**config.mk**
```make
export PLATFORM = sky130hd
export DESIGN_NAME = mie_core
export DESIGN_NICKNAME = d
export VERILOG_FILES = /design/src/shared/mie_pkg.sv /design/src/hdl/mie_stack.sv /design/src/hdl/mie_core.sv
export SDC_FILE = /design/constraint.sdc
export NUM_CORES = 2
export LEC_CHECK = 0
export ABC_CLOCK_PERIOD_IN_PS = 17900
export BUFFER_PORTS_ARGS = -buffer_cell sky130_fd_sc_hd__buf_4
export CAP_MARGIN = 10
export CORE_MARGIN = 5
export CORE_UTILIZATION = 64
export CTS_CLUSTER_SIZE = 10
export DETAILED_ROUTE_END_ITERATION = 6
export PLACE_DENSITY = 0.81
export SKIP_LAST_GASP = 1
export SYNTH_ARGS = -nofsm -noshare
export SYNTH_HDL_FRONTEND = slang
export SYNTH_SLANG_ARGS = --single-unit
export TNS_END_PERCENT = 100
```
**constraint.sdc**
```tcl
create_clock -name clk_in -period 17.9 [get_ports clk_in]
set_input_delay 1.79 -clock clk_in [delete_from_list [all_inputs] [get_ports clk_in]]
set_output_delay 1.79 -clock clk_in [all_outputs]
set_load 0.05 [all_outputs]
```
**src/shared/mie_pkg.sv**
```systemverilog
`default_nettype none
package mie_pkg;

  // Data path and program space widths.
  localparam int DATA_W = 8;
  localparam int PC_W = 11;
  localparam int INSTR_W = 16;
  localparam int DMEM_AW = 8;
  localparam int STACK_DEPTH = 8;

  // Instruction field positions.
  localparam int OPC_LSB = 11;
  localparam int BIT_LSB = 8;

  // Program counter values.
  localparam logic [PC_W-1:0] PC_RESET = 11'h000;
  localparam logic [PC_W-1:0] IRQ_VECTOR = 11'h004;

  // Watchdog: prescaler cycles per tick, timer width.
  localparam int WDT_PRESCALE = 256;
  localparam int WDT_W = 8;

  // Decimal adjust constants.
  localparam logic [3:0] BCD_DIGIT_MAX = 4'h9;
  localparam logic [3:0] BCD_NIBBLE_ADJ = 4'h6;

  // Avalon register map, byte addresses.
  localparam int AVL_AW = 11;
  localparam logic [AVL_AW-1:0] REG_CTRL = 11'h000;
  localparam logic [AVL_AW-1:0] REG_STATUS = 11'h004;
  localparam logic [AVL_AW-1:0] REG_WORK = 11'h008;
  localparam logic [AVL_AW-1:0] REG_PC = 11'h00C;
  localparam logic [AVL_AW-1:0] REG_WDT = 11'h010;
  localparam int DMEM_WIN_BIT = 10;

  // Control register bits.
  localparam int CTRL_WAKE = 0;
  localparam int CTRL_RESTART = 1;

  // Status register bits.
  localparam int ST_NULL = 0;
  localparam int ST_CARRY = 1;
  localparam int ST_NIBBLE = 2;
  localparam int ST_WRAP = 3;
  localparam int ST_SOVF = 4;
  localparam int ST_WDEXP = 5;
  localparam int ST_SLEEP = 6;
  localparam int ST_GATE = 7;
  localparam int ST_HALTED = 8;

  // Opcodes in instruction bits 15:11, encoded 0 to 31 in this order.
  typedef enum logic [4:0] {
    OP_NOP, OP_ADC, OP_ADD_WITH_CARRY_TO_MEMORY, OP_ADD, OP_ADDI, OP_SUM_TO_MEMORY, OP_AND, OP_ANDI,
    OP_CONJUNCTION_TO_MEMORY, OP_OR, OP_ORI, OP_ORM, OP_CALL, OP_CLR, OP_CLRB, OP_CLRWDT,
    OP_CPL, OP_INVERT_TO_WORK, OP_DAA, OP_DEC, OP_STEP_DOWN_TO_WORK, OP_INC, OP_STEP_UP_TO_WORK, OP_HALT,
    OP_JMP, OP_MOVAM, OP_MOVAI, OP_MOVMA, OP_RET, OP_RETA, OP_LEAVE_INTERRUPT_HANDLER, OP_RL
  } mie_op_t;

  typedef enum logic [1:0] {
    ST_RUN, ST_DUMMY, ST_SLEEP_ST
  } mie_state_t;

endpackage
`default_nettype wire

```
**src/hdl/mie_stack.sv**
```systemverilog
`timescale 1ns/1ps
`default_nettype none
module mie_stack #(
  parameter int DEPTH = 8,
  parameter int WIDTH = 11
) (
  // Clock and reset.
  input wire logic clk_in,
  input wire logic rst_n_in,
  // Stack control.
  input wire logic clear_in,
  input wire logic push_in,
  input wire logic pop_in,
  input wire logic [WIDTH-1:0] push_data_in,
  // Top of stack.
  output logic [WIDTH-1:0] top_out
);

  localparam int PW = $clog2(DEPTH);

  logic [WIDTH-1:0] slots [DEPTH];
  logic [PW-1:0] ptr;
  wire [PW-1:0] ptr_dec = ptr - 1'b1;
  wire [PW-1:0] ptr_inc = ptr + 1'b1;

  assign top_out = slots[ptr_dec];

  // The pointer wraps, so a push past the depth overwrites the oldest entry.
  always_ff @(posedge clk_in) begin
    if (!rst_n_in || clear_in) begin
      ptr <= '0;
    end else if (push_in) begin
      ptr <= ptr_inc;
    end else if (pop_in) begin
      ptr <= ptr_dec;
    end
  end

  always_ff @(posedge clk_in) begin
    if (push_in) begin
      slots[ptr] <= push_data_in;
    end
  end

endmodule
`default_nettype wire

```
**src/hdl/mie_core.sv**
```systemverilog
// Chosen here: the placing of the registers and the Avalon-MM interface to the registers.
`timescale 1ns/1ps
`default_nettype none
module mie_core #(
  parameter int STACK_DEPTH = mie_pkg::STACK_DEPTH,
  parameter int WDT_PRESCALE = mie_pkg::WDT_PRESCALE
) (
  // Clock and reset.
  input wire logic clk_in,
  input wire logic rst_n_in,
  // Avalon-MM slave.
  input wire logic [mie_pkg::AVL_AW-1:0] avs_address_in,
  input wire logic avs_read_in,
  input wire logic avs_write_in,
  input wire logic [31:0] avs_writedata_in,
  input wire logic [3:0] avs_byteenable_in,
  output logic [31:0] avs_readdata_out,
  output logic avs_waitrequest_out,
  // Program memory fetch port.
  output logic [mie_pkg::PC_W-1:0] prog_addr_out,
  input wire logic [mie_pkg::INSTR_W-1:0] prog_data_in,
  // Interrupt request pin and clock gate.
  input wire logic irq_in,
  output logic sys_clk_en_out
);

  localparam int PRE_W = $clog2(WDT_PRESCALE);
  localparam int DMEM_DEPTH = 1 << mie_pkg::DMEM_AW;

  mie_pkg::mie_state_t state;
  logic [mie_pkg::PC_W-1:0] pc;
  logic [7:0] work_register;
  logic [7:0] dmem [DMEM_DEPTH];
  logic result_null_flag;
  logic borrow_out_bit;
  logic nibble_carry_flag;
  logic signed_wrap_flag;
  logic signed_ovf_flag;
  logic watchdog_expired_flag;
  logic sleep_entered_flag;
  logic global_irq_gate;
  logic irq_meta;
  logic irq_sync;
  logic [PRE_W-1:0] wdt_pre;
  logic [mie_pkg::WDT_W-1:0] watchdog_timer;
  logic ack_q;
  logic [mie_pkg::PC_W-1:0] stack_top;
  logic [7:0] res;
  logic to_acc;
  logic to_mem;
  logic set_arith;
  logic set_z;
  logic set_daa;

  // Instruction fields.
  wire mie_pkg::mie_op_t op = mie_pkg::mie_op_t'(prog_data_in[mie_pkg::INSTR_W-1:mie_pkg::OPC_LSB]);
  wire [7:0] maddr = prog_data_in[7:0];
  wire [7:0] lit = prog_data_in[7:0];
  wire [2:0] bidx = prog_data_in[mie_pkg::BIT_LSB+2:mie_pkg::BIT_LSB];
  wire [mie_pkg::PC_W-1:0] target = prog_data_in[mie_pkg::PC_W-1:0];
  wire [7:0] mval = dmem[maddr];
  wire [mie_pkg::PC_W-1:0] pc_inc = pc + 1'b1;

  // Bus decode.
  wire bus_req = avs_read_in | avs_write_in;
  wire bus_dmem = avs_address_in[mie_pkg::DMEM_WIN_BIT];
  wire [7:0] bus_idx = avs_address_in[9:2];
  wire hit_ctrl = avs_address_in == mie_pkg::REG_CTRL;
  wire hit_status = avs_address_in == mie_pkg::REG_STATUS;
  wire hit_work = avs_address_in == mie_pkg::REG_WORK;
  wire hit_pc = avs_address_in == mie_pkg::REG_PC;
  wire hit_wdt = avs_address_in == mie_pkg::REG_WDT;
  wire bus_wr_lo = avs_write_in & avs_byteenable_in[0] & ~ack_q;
  wire bus_restart = bus_wr_lo & hit_ctrl & avs_writedata_in[mie_pkg::CTRL_RESTART];
  wire bus_wake = bus_wr_lo & hit_ctrl & avs_writedata_in[mie_pkg::CTRL_WAKE];

  // Execution qualifiers.
  wire running = state == mie_pkg::ST_RUN;
  wire irq_take = running & irq_sync & global_irq_gate & ~bus_restart;
  wire exec = running & ~irq_take & ~bus_restart;
  wire is_branch = (op == mie_pkg::OP_CALL) | (op == mie_pkg::OP_JMP);
  wire is_return = (op == mie_pkg::OP_RET) | (op == mie_pkg::OP_RETA) | (op == mie_pkg::OP_LEAVE_INTERRUPT_HANDLER);
  wire do_halt = exec & (op == mie_pkg::OP_HALT);
  wire do_wdt_clr = exec & (op == mie_pkg::OP_CLRWDT);
  wire core_mem_we = exec & to_mem;

  // A bus write into data memory waits while the core writes memory, so neither write is lost.
  wire bus_clash = bus_dmem & avs_write_in & core_mem_we;
  wire bus_take = bus_req & ~ack_q & ~bus_clash;
  wire bus_dmem_we = bus_take & bus_wr_lo & bus_dmem;
  wire bus_work_we = bus_take & bus_wr_lo & hit_work;

  // Adder shared by the addition forms.
  wire add_lit = op == mie_pkg::OP_ADDI;
  wire [7:0] addend = add_lit ? lit : mval;
  wire carry_in = ((op == mie_pkg::OP_ADC) | (op == mie_pkg::OP_ADD_WITH_CARRY_TO_MEMORY)) & borrow_out_bit;
  wire [4:0] low_sum = {1'b0, work_register[3:0]} + {1'b0, addend[3:0]} + {4'h0, carry_in};
  wire [8:0] sum9 = {1'b0, work_register} + {1'b0, addend} + {8'h00, carry_in};
  wire add_wrap = (work_register[7] == addend[7]) & (sum9[7] != work_register[7]);

  // Decimal adjust decisions look at the original nibbles and flags.
  wire adj_lo = (work_register[3:0] > mie_pkg::BCD_DIGIT_MAX) | nibble_carry_flag;
  wire adj_hi = (work_register[7:4] > mie_pkg::BCD_DIGIT_MAX) | borrow_out_bit;
  wire [7:0] daa_adj = {adj_hi ? mie_pkg::BCD_NIBBLE_ADJ : 4'h0, adj_lo ? mie_pkg::BCD_NIBBLE_ADJ : 4'h0};
  wire [8:0] daa9 = {1'b0, work_register} + {1'b0, daa_adj};

  // Watchdog.
  wire wdt_tick = wdt_pre == PRE_W'(WDT_PRESCALE - 1);
  wire wdt_expire = wdt_tick & (&watchdog_timer);
  wire wdt_clear = do_halt | do_wdt_clr;
  wire wake = bus_wake | wdt_expire | irq_sync;

  // Read data selection.
  wire [31:0] status_word = {23'h000000, state == mie_pkg::ST_SLEEP_ST, global_irq_gate, sleep_entered_flag,
    watchdog_expired_flag, signed_ovf_flag, signed_wrap_flag, nibble_carry_flag, borrow_out_bit, result_null_flag};
  wire [31:0] rd_word = bus_dmem ? {24'h000000, dmem[bus_idx]} :
    hit_ctrl ? {31'h00000000, state != mie_pkg::ST_SLEEP_ST} :
    hit_status ? status_word :
    hit_work ? {24'h000000, work_register} :
    hit_pc ? {21'h000000, pc} :
    hit_wdt ? {24'h000000, watchdog_timer} : 32'h00000000;

  assign avs_waitrequest_out = bus_req & ~ack_q;
  assign prog_addr_out = pc;
  assign sys_clk_en_out = state != mie_pkg::ST_SLEEP_ST;

  mie_stack #(
    .DEPTH(STACK_DEPTH),
    .WIDTH(mie_pkg::PC_W)
  ) u_stack (
    .clk_in(clk_in),
    .rst_n_in(rst_n_in),
    .clear_in(bus_restart),
    .push_in(irq_take | (exec & (op == mie_pkg::OP_CALL))),
    .pop_in(exec & is_return),
    .push_data_in(irq_take ? pc : pc_inc),
    .top_out(stack_top)
  );

  // Result and destination of the data instructions.
  always_comb begin
    res = mval;
    to_acc = 1'b0;
    to_mem = 1'b0;
    set_arith = 1'b0;
    set_z = 1'b0;
    set_daa = 1'b0;
    case (op)
      mie_pkg::OP_ADC, mie_pkg::OP_ADD, mie_pkg::OP_ADDI: begin
        res = sum9[7:0];
        to_acc = 1'b1;
        set_arith = 1'b1;
      end
      mie_pkg::OP_ADD_WITH_CARRY_TO_MEMORY, mie_pkg::OP_SUM_TO_MEMORY: begin
        res = sum9[7:0];
        to_mem = 1'b1;
        set_arith = 1'b1;
      end
      mie_pkg::OP_AND, mie_pkg::OP_CONJUNCTION_TO_MEMORY: begin
        res = work_register & mval;
        to_acc = op == mie_pkg::OP_AND;
        to_mem = op == mie_pkg::OP_CONJUNCTION_TO_MEMORY;
        set_z = 1'b1;
      end
      mie_pkg::OP_ANDI: begin
        res = work_register & lit;
        to_acc = 1'b1;
        set_z = 1'b1;
      end
      mie_pkg::OP_OR, mie_pkg::OP_ORM: begin
        res = work_register | mval;
        to_acc = op == mie_pkg::OP_OR;
        to_mem = op == mie_pkg::OP_ORM;
        set_z = 1'b1;
      end
      mie_pkg::OP_ORI: begin
        res = work_register | lit;
        to_acc = 1'b1;
        set_z = 1'b1;
      end
      mie_pkg::OP_CLR: begin
        res = 8'h00;
        to_mem = 1'b1;
      end
      mie_pkg::OP_CLRB: begin
        res = mval & ~(8'h01 << bidx);
        to_mem = 1'b1;
      end
      mie_pkg::OP_CPL, mie_pkg::OP_INVERT_TO_WORK: begin
        res = ~mval;
        to_acc = op == mie_pkg::OP_INVERT_TO_WORK;
        to_mem = op == mie_pkg::OP_CPL;
        set_z = 1'b1;
      end
      mie_pkg::OP_DAA: begin
        res = daa9[7:0];
        to_mem = 1'b1;
        set_daa = 1'b1;
      end
      mie_pkg::OP_DEC, mie_pkg::OP_STEP_DOWN_TO_WORK: begin
        res = mval - 8'h01;
        to_acc = op == mie_pkg::OP_STEP_DOWN_TO_WORK;
        to_mem = op == mie_pkg::OP_DEC;
        set_z = 1'b1;
      end
      mie_pkg::OP_INC, mie_pkg::OP_STEP_UP_TO_WORK: begin
        res = mval + 8'h01;
        to_acc = op == mie_pkg::OP_STEP_UP_TO_WORK;
        to_mem = op == mie_pkg::OP_INC;
        set_z = 1'b1;
      end
      mie_pkg::OP_MOVAM: begin
        res = mval;
        to_acc = 1'b1;
      end
      mie_pkg::OP_MOVAI, mie_pkg::OP_RETA: begin
        res = lit;
        to_acc = 1'b1;
      end
      mie_pkg::OP_MOVMA: begin
        res = work_register;
        to_mem = 1'b1;
      end
      mie_pkg::OP_RL: begin
        res = {mval[6:0], mval[7]};
        to_mem = 1'b1;
      end
      default: begin
        res = mval;
      end
    endcase
  end

  // Sequencing: branches and interrupt entry spend one dummy cycle, everything else one cycle.
  always_ff @(posedge clk_in) begin
    if (!rst_n_in) begin
      state <= mie_pkg::ST_SLEEP_ST;
      pc <= mie_pkg::PC_RESET;
    end else if (bus_restart) begin
      state <= mie_pkg::ST_RUN;
      pc <= mie_pkg::PC_RESET;
    end else begin
      case (state)
        mie_pkg::ST_RUN: begin
          if (irq_take) begin
            pc <= mie_pkg::IRQ_VECTOR;
            state <= mie_pkg::ST_DUMMY;
          end else if (is_branch) begin
            pc <= target;
            state <= mie_pkg::ST_DUMMY;
          end else if (is_return) begin
            pc <= stack_top;
          end else if (op == mie_pkg::OP_HALT) begin
            pc <= pc_inc;
            state <= mie_pkg::ST_SLEEP_ST;
          end else begin
            pc <= pc_inc;
          end
        end
        mie_pkg::ST_DUMMY: begin
          state <= mie_pkg::ST_RUN;
        end
        mie_pkg::ST_SLEEP_ST: begin
          if (wake) begin
            state <= mie_pkg::ST_RUN;
          end
        end
        default: begin
          state <= mie_pkg::ST_SLEEP_ST;
        end
      endcase
    end
  end

  // Work register and arithmetic flags.
  always_ff @(posedge clk_in) begin
    if (!rst_n_in) begin
      work_register <= 8'h00;
      result_null_flag <= 1'b0;
      borrow_out_bit <= 1'b0;
      nibble_carry_flag <= 1'b0;
      signed_wrap_flag <= 1'b0;
      signed_ovf_flag <= 1'b0;
    end else begin
      if (exec & to_acc) begin
        work_register <= res;
      end else if (bus_work_we) begin
        work_register <= avs_writedata_in[7:0];
      end
      if (exec & set_arith) begin
        borrow_out_bit <= sum9[8];
        nibble_carry_flag <= low_sum[4];
        signed_wrap_flag <= add_wrap;
        signed_ovf_flag <= add_wrap ^ sum9[7];
        result_null_flag <= sum9[7:0] == 8'h00;
      end
      if (exec & set_z) begin
        result_null_flag <= res == 8'h00;
      end
      if (exec & set_daa) begin
        borrow_out_bit <= borrow_out_bit | daa9[8];
      end
    end
  end

  // Interrupt gate, closed on entry and reopened by the interrupt return.
  always_ff @(posedge clk_in) begin
    if (!rst_n_in || bus_restart) begin
      global_irq_gate <= 1'b0;
    end else if (irq_take) begin
      global_irq_gate <= 1'b0;
    end else if (exec & (op == mie_pkg::OP_LEAVE_INTERRUPT_HANDLER)) begin
      global_irq_gate <= 1'b1;
    end
  end

  // Data memory has no reset; its contents survive halt and restart.
  always_ff @(posedge clk_in) begin
    if (core_mem_we) begin
      dmem[maddr] <= res;
    end else if (bus_dmem_we) begin
      dmem[bus_idx] <= avs_writedata_in[7:0];
    end
  end

  // Watchdog keeps running in sleep so that it can wake the core.
  always_ff @(posedge clk_in) begin
    if (!rst_n_in || wdt_clear) begin
      wdt_pre <= '0;
      watchdog_timer <= '0;
    end else begin
      wdt_pre <= wdt_tick ? '0 : wdt_pre + 1'b1;
      if (wdt_tick) begin
        watchdog_timer <= watchdog_timer + 1'b1;
      end
    end
  end

  // An expiry in the same cycle as a clear still sets the flag.
  always_ff @(posedge clk_in) begin
    if (!rst_n_in) begin
      watchdog_expired_flag <= 1'b0;
      sleep_entered_flag <= 1'b0;
    end else begin
      if (wdt_expire) begin
        watchdog_expired_flag <= 1'b1;
      end else if (wdt_clear) begin
        watchdog_expired_flag <= 1'b0;
      end
      if (do_halt) begin
        sleep_entered_flag <= 1'b1;
      end else if (do_wdt_clr) begin
        sleep_entered_flag <= 1'b0;
      end
    end
  end

  // Interrupt pin synchroniser.
  always_ff @(posedge clk_in) begin
    if (!rst_n_in) begin
      irq_meta <= 1'b0;
      irq_sync <= 1'b0;
    end else begin
      irq_meta <= irq_in;
      irq_sync <= irq_meta;
    end
  end

  // Bus answer one cycle after the request is taken.
  always_ff @(posedge clk_in) begin
    if (!rst_n_in) begin
      ack_q <= 1'b0;
      avs_readdata_out <= 32'h00000000;
    end else begin
      ack_q <= bus_take;
      if (bus_take & avs_read_in) begin
        avs_readdata_out <= rd_word;
      end
    end
  end

endmodule
`default_nettype wire

```
# Word-level counts from Yosys, hierarchy flattened
# Memories as Yosys holds them, arrays and structs flattened.
# Cells that the tools add are included.
# totals
ff_bits	83
ram_bits	2136
input_bits	68
output_inout_bits	45
word_cells	217
memories	2
# memory_table
name	depth	width	rd	rd_clocked_by_memory_dff	wr	line	source
dmem	256	8	2	0	1	mie_core.sv:33	logic [7:0] dmem [DMEM_DEPTH];
u_stack.slots	8	11	1	0	1	mie_stack.sv:21	logic [WIDTH-1:0] slots [DEPTH];
# classes
n_addsub	12
order_cmp	2
n_eq_ne	47
n_shift	1
muxes	48
bitwise_logic	56
reduce_logical	30
# ops
op	count
8-bit one-hot mux with 14 select lines	1
11-bit 2-to-1 mux	9
5-bit == test (second input constant)	16
8-bit 2-to-1 mux	6
5-bit by 4-bit == test with 1-bit output (second input constant)	8
1-bit bitwise AND	31
8-bit by 1-bit adder with 8-bit output (second input constant)	3
8-bit bitwise AND	3
11-bit by 4-bit == test with 1-bit output (second input constant)	2
5-bit by 3-bit == test with 1-bit output (second input constant)	4
1-bit 2-to-1 mux	19
2-bit OR reduction	9
8-bit zero test	2
8-bit inverter	2
8-bit OR	2
8-bit OR reduction	2
2-bit 2-to-1 mux	6
3-bit 2-to-1 mux	4
1-bit OR	12
1-bit one-hot mux with 6 select lines	2
2-bit nonzero test	6
12-bit OR reduction	1
11-bit by 1-bit adder with 11-bit output (second input constant)	1
11-bit by 3-bit == test with 1-bit output (second input constant)	1
35 further kinds	44

# Longest topological paths before layout
# logic_depth
depth_word	20
mapped_depth	28
ltp_nobuf	20

# Modules after synthesis
# A second synthesis with hierarchy kept.
# unflattened
hier_cells	5768
area_unflattened_um2	105540.0
# by_module_without_submodules
module	instances	cells_each	area_each_um2	seq_area_each_um2
mie_core	1	5531	101766.4	62680.1
mie_stack	1	237	3773.6	2702.6

# Least setup slack after synthesis
# Ideal clock, no wire load.
# synth_path
kind	input to register
from	input prog_data_in[0] in the netlist's numbering
to	memory dmem[0][6] (data pin)
setup_time_ps	1728
arrival_ps	13375
required_ps	16172
setup_slack_ps	2797
cell_stages	22
n_path_buf	5
cell_sequence	buf_6 > buf_12 > buf_8 > buf_8 > buf_2 > mux4_2 > mux4_2 > o21ai_0 > o21ai_1 > nand2_1 > o21ai_0 > fa_1 > inv_1 > fa_1 > nor2b_1 > o21ai_0 > a21boi_0 > o21ai_0 > a21boi_0 > nor3_1 > a211oi_1 > a31oi_1
# synth_between
elab_chain_cells	6
elab_cells_between_ends	12
cone_classes	add/sub (4); mux (3); bitwise (4); memory (1)
# synth_rtl
element	line	source
start: declaration	mie_core.sv:21	input wire logic [mie_pkg::INSTR_W-1:0] prog_data_in,
memory read 256 x 8 bit	-	
8-bit 2-to-1 mux	mie_core.sv:95	wire [7:0] addend = add_lit ? lit : mval;
8-bit by 8-bit adder with 9-bit output	mie_core.sv:98	wire [8:0] sum9 = {1'b0, work_register} + {1'b0, addend} + {8'h00, carry_in};
9-bit by 1-bit adder with 9-bit output	mie_core.sv:98	
8-bit one-hot mux with 14 select lines (*)	mie_core.sv:148	case (op)
8-bit 2-to-1 mux (no source line) (*)	-	
end: declaration	mie_core.sv:33	
# Mark *: on every way between the ends. The rest lies on a longest branch, timed or not.

# Worst setup path in the final report
# layout_path
from	input prog_data_in[0] in the netlist's numbering
to	memory dmem[74][7] (data pin)
# The elaborated chain is that of the path after synthesis.

==> flow_results.org <==
** Outcome
- Status :: finished with violations
- Failing checks :: DRC

** Yosys
- YS warnings :: 0
- Synthesized area divided by synthesized cell count :: 19.1 um^2
- Number of enable-type register cells in the synthesized netlist :: 2136
- Synthesis inferred 2198 register bits.
- Part of the Yosys area used for sequential elements :: 62.0%
- Proportion of synthesized flip-flops having asynchronous set or reset :: 0%
- The synthesized netlist contains 104 unique library cells.
- In the synthesized netlist, the number of instances is 5511.
- For this run, the leading register cell type out of synthesis is sky130_fd_sc_hd__edfxtp_1.
- Post-synthesis instance area :: 105000 um^2

** Hold path
- Class of the tightest hold or removal check :: reg2reg

** Floorplanning
- Top-Level Pins :: 113
- The floorplan step set the die height to 416 um.
- The core region is roughly 160000 um^2.
- Die ar. :: 173000 um^2
- Initial core utilization :: 64.1%
- The floorplan has 149 rows.
- Floorplan die width :: around 420 um

** STA
- Final setup viols :: 0
- Derived from the worst setup path, the maximum achievable clock frequency is 0.0925 GHz.
- Measured slew at the worst slew-check pin :: roughly 1400 ps
- Final hold viol count :: 0
- Of the available clock period, the critical path in the final layout requires 60.4%.
- Worst Clk Skew :: 43.9 ps
- Measured against its own limit, the worst slew margin works out to 7.80%.
- Unrepaired setup endpoints after global routing :: false
- Accumulated negative setup slack :: 0 ps
- Number of pins with negative max-slew slack in the final report :: 0
- Min Tclk post-route :: 10810 ps

** Setup path
- Maximum net fanout on the critical path :: 141
- Critical path startpoint category :: primary input
- The critical path crosses 23 cells after its start point.
- Chain of cells forming the critical path :: buf_8, buf_12, buf_12, mux4_2, a22o_1, a221oi_1, o22ai_1, nor3_1, nor3_2, mux2i_1, inv_1, ha_1, a21o_1, a21oi_1, o21a_1, o21ai_0, a21oi_1, xnor2_1, a21oi_1, and4_1, a221oi_2, mux2_8, buf_4
- STA classifies the critical path endpoint as a flop.
- Among all stages on the critical path, the largest delay is contributed by sky130_fd_sc_hd__buf_4.
- At the worst endpoint, the arrival time is 11280 ps.
- The critical path is of the in2reg type.
- Reg2reg path depth :: 20
- The most critical setup path has its startpoint at prog_data_in[0].
- Total buffers and inverters traversed by the critical path :: 5
- Most used cell along the critical path :: sky130_fd_sc_hd__a21oi_1
- Launch point of the worst reg-to-reg path :: dmem[87][1]
- STA puts the critical path data required time at 18380 ps.
- Category of cells accounting for the largest share of critical-path delay :: compound AO/OA/AOI/OAI gates
- In this run the register-to-register setup slack is 9550 ps.
- The critical path ends at dmem[74][7].
- Critical path's largest stage delay :: about 900 ps
- The worst register-to-register path ends at dmem[74][7].

** Finish
- The library cell used most frequently in the layout, excluding fill and tap cells, is sky130_fd_sc_hd__edfxtp_1.
- Commonest cells after routing, fill and taps aside :: 2136 x sky130_fd_sc_hd__edfxtp_1, 1132 x sky130_fd_sc_hd__mux4_2, 374 x sky130_fd_sc_hd__nor2_1
- Filler Cells Inserted :: 9666
- Layout cells sized above 1 :: 30.1%
- Compared with the post-synthesis result, the final layout area differs by 8.11%.
- Final standard cell utilization of the core :: 69.3%
- Register area :: 65400 um^2
- For this run, the post-layout net count is 5612.
- Summing all multi-input logic gate instances after layout gives 37500 um^2.

** Pwr
- The share of total power dissipated in sequential elements is 51.2%.
- In this run the power spent charging and discharging nets is 0.00292 W.
- Cell internal power was estimated by the tool at 0.00880 W.
- For this design the static power due to leakage is 35.5 nW.
- Per report_power, the clock group accounts for 36.9% of the total.
- Switching share of power :: 24.9%
- Worst supply voltage drop on vdd :: ~0.11 mV
- Dividing total power by cell area gives a power density of 103 nW/um^2.
- Part of the power in combinational logic :: around an eighth

** Placed design
- Final HPWL from detailed placement :: 200000 um
- During placement, the flow inserted port buffers numbering between 60 and 70.
- Gp weighted congestion :: 0.960

** Clock tree
- Post CTS Setup Buffer Count :: 0
- CTS root buffer :: sky130_fd_sc_hd__clkbuf_16
- CTS saw 2198 sinks.
- Buffers inserted to repair hold after CTS numbered 0.
- After clock tree synthesis, the clock-pin slew on the worst setup and hold paths is 50 ps.
- Maximum clock insertion buffer count :: 3
- For the worst-skew pair, the clock arrives at the later sink with an insertion delay of 870 ps.
- Number of gates resized after CTS :: 0
- Clock tree synthesis inserted a total of 239 buffers.
- The H-tree generated during clock tree synthesis spans 4 levels.
- TritonCTS built the clock tree.

** Global route
- Pin count of the biggest net entering global routing :: 257
- Number of global-route vias before repair :: roughly 63000
- The first global-routing pass estimated 464000 um of wire.
- Global routing finished with a remaining overflow of 0.
- In the global route stage, overall resource usage came out at between 30% and 40%.
- The number of antenna violations at the first check in global routing was 31.

** Detailed routing
- Total Wirelength :: between 300000 and 400000 um
- Detailed router's first-iteration violation count :: 12000
- Dividing the detail-routed wire length by the instance count gives roughly 42 um.
- The first detailed-routing pass ran for 7 iterations.
- In the routed design, unresolved DRC markers number 12.
- Remaining number of nets flagged by the antenna check after routing :: 0
- After detailed routing, the number of vias per cell comes to between 8 and 9.
- Total via count after detailed routing :: 63300

** Job
- Number of max-capacitance violations reported :: 0
==> cell usage after synthesis (14+ instances only) <==
master	n	area [um^2]
sky130_fd_sc_hd__a22o_1	19	166
sky130_fd_sc_hd__a211oi_1	20	150
sky130_fd_sc_hd__xnor2_1	24	210
sky130_fd_sc_hd__a22oi_1	95	713
sky130_fd_sc_hd__and3_1	15	93.8
sky130_fd_sc_hd__xor2_1	27	236
sky130_fd_sc_hd__nand2_1	187	702
sky130_fd_sc_hd__mux4_1	67	1760
sky130_fd_sc_hd__mux2i_1	117	1170
sky130_fd_sc_hd__o21ai_0	71	355
sky130_fd_sc_hd__a21oi_1	113	566
sky130_fd_sc_hd__o21ai_1	14	70.1
sky130_fd_sc_hd__mux2_2	22	248
sky130_fd_sc_hd__dfxtp_1	62	1240
sky130_fd_sc_hd__buf_1	80	300
sky130_fd_sc_hd__inv_1	31	116
sky130_fd_sc_hd__nand4_1	15	93.8
sky130_fd_sc_hd__ha_1	24	300
sky130_fd_sc_hd__buf_6	37	417
sky130_fd_sc_hd__nand3_1	62	310
sky130_fd_sc_hd__clkbuf_1	227	852
sky130_fd_sc_hd__nor2b_1	37	231
sky130_fd_sc_hd__o22ai_1	47	294
sky130_fd_sc_hd__nor2_1	377	1420
sky130_fd_sc_hd__buf_2	36	180
sky130_fd_sc_hd__buf_4	41	308
sky130_fd_sc_hd__mux4_2	1132	25500
sky130_fd_sc_hd__o211ai_1	20	150
sky130_fd_sc_hd__and2_1	20	125
sky130_fd_sc_hd__nor3_1	46	230
sky130_fd_sc_hd__a221oi_1	20	175
sky130_fd_sc_hd__edfxtp_1	2136	64100
sky130_fd_sc_hd__nand2b_1	18	113
sky130_fd_sc_hd__a31oi_1	31	194
sky130_fd_sc_hd__buf_12	19	380
==> how the worst min path moves through the flow <==
stage | from | endpoint | slack (ps) | cells after the start
after floorplan | irq_meta | irq_sync | 410 | 1
after global placement | irq_meta | irq_sync | 420 | 1
after detailed placement | irq_meta | irq_sync | 430 | 1
after CTS | irq_meta | irq_sync | 430 | 1
after global routing | irq_meta | irq_sync | 440 | 1
final | irq_meta | irq_sync | 430 | 1
==> state kept, by name, summed over array words and instances, names as in the netlist <==
register,flops
nibble_carry_flag,1
watchdog_expired_flag,1
irq_meta,1
work_register,8
ack_q,1
sleep_entered_flag,1
avs_readdata_out,11
signed_wrap_flag,1
global_irq_gate,1
prog_addr_out,11
state,2
borrow_out_bit,1
result_null_flag,1
watchdog_timer,8
u_stack.ptr,3
u_stack.slots,88
irq_sync,1
dmem,2048
signed_ovf_flag,1
wdt_pre,8
==> kinds of logic (layout without fill, tap and decap cells) <==
kind of cell | after synthesis | after routing | synth area share (%)
AO/OA/AOI/OAI | 558 | 558 | 3.65
XOR/XNOR | 51 | 51 | 0.424
adder cells (fa/ha/maj) | 28 | 28 | 0.361
buffers and inverters | 491 | 520 | 2.65
flip-flops | 2198 | 2198 | 62.0
multiplexers | 1341 | 1341 | 27.3
other | 1 | 52 | 0.00356
AND/OR/NAND/NOR | 843 | 843 | 3.63
==> per-stage QoR <==
step / cells / worst slack [ps] / instance area (um^2) / hold WS, ps / total power, W
floorplan: 5531 / 2800 / 105000 / 412 / 0.00705
global route: 7755 / 7050 / 114000 / 442 / 0.0120
detailed placement: 7460 / 6810 / 107000 / 431 / 0.00743
CTS: 7745 / 7650 / 114000 / 432 / 0.0116
global placement: 7460 / 6910 / 107000 / 423 / 0.00739
finish: 7780 / 7090 / 114000 / 434 / 0.0117
==> area by class of cell <==
class,count,area share (%)
antenna,31,0.0681
clock inverter,13,0.181
clock buffer,272,5.42
inverter,33,0.113
timing repair buffer,202,1.50
multi-input combinational,2842,32.9
sequential,2198,57.4
tap,2189,2.40
==> layer usage <==
layer / vias to the layer above / wire length [um] / global-route usage (%)
met4: 20 / 24800 / 22.6
met1: 32100 / 103000 / 48.7
met5: - / 280 / 0.389
met3: 1448 / 53300 / 15.4
met2: 6272 / 147000 / 55.1
li1: 23500 / - / -
==> power groups by stage <==
stage / registers (W) / clock network [W] / logic [W]
2_1_floorplan: 0.00624 / 0 / 0.000819
3_3_place_gp: 0.00610 / 0 / 0.00129
3_5_place_dp: 0.00611 / 0 / 0.00132
4_1_cts: 0.00600 / 0.00431 / 0.00133
5_1_grt: 0.00600 / 0.00455 / 0.00143
6_report: 0.00600 / 0.00432 / 0.00140
Power figures use the tool's default switching activity.
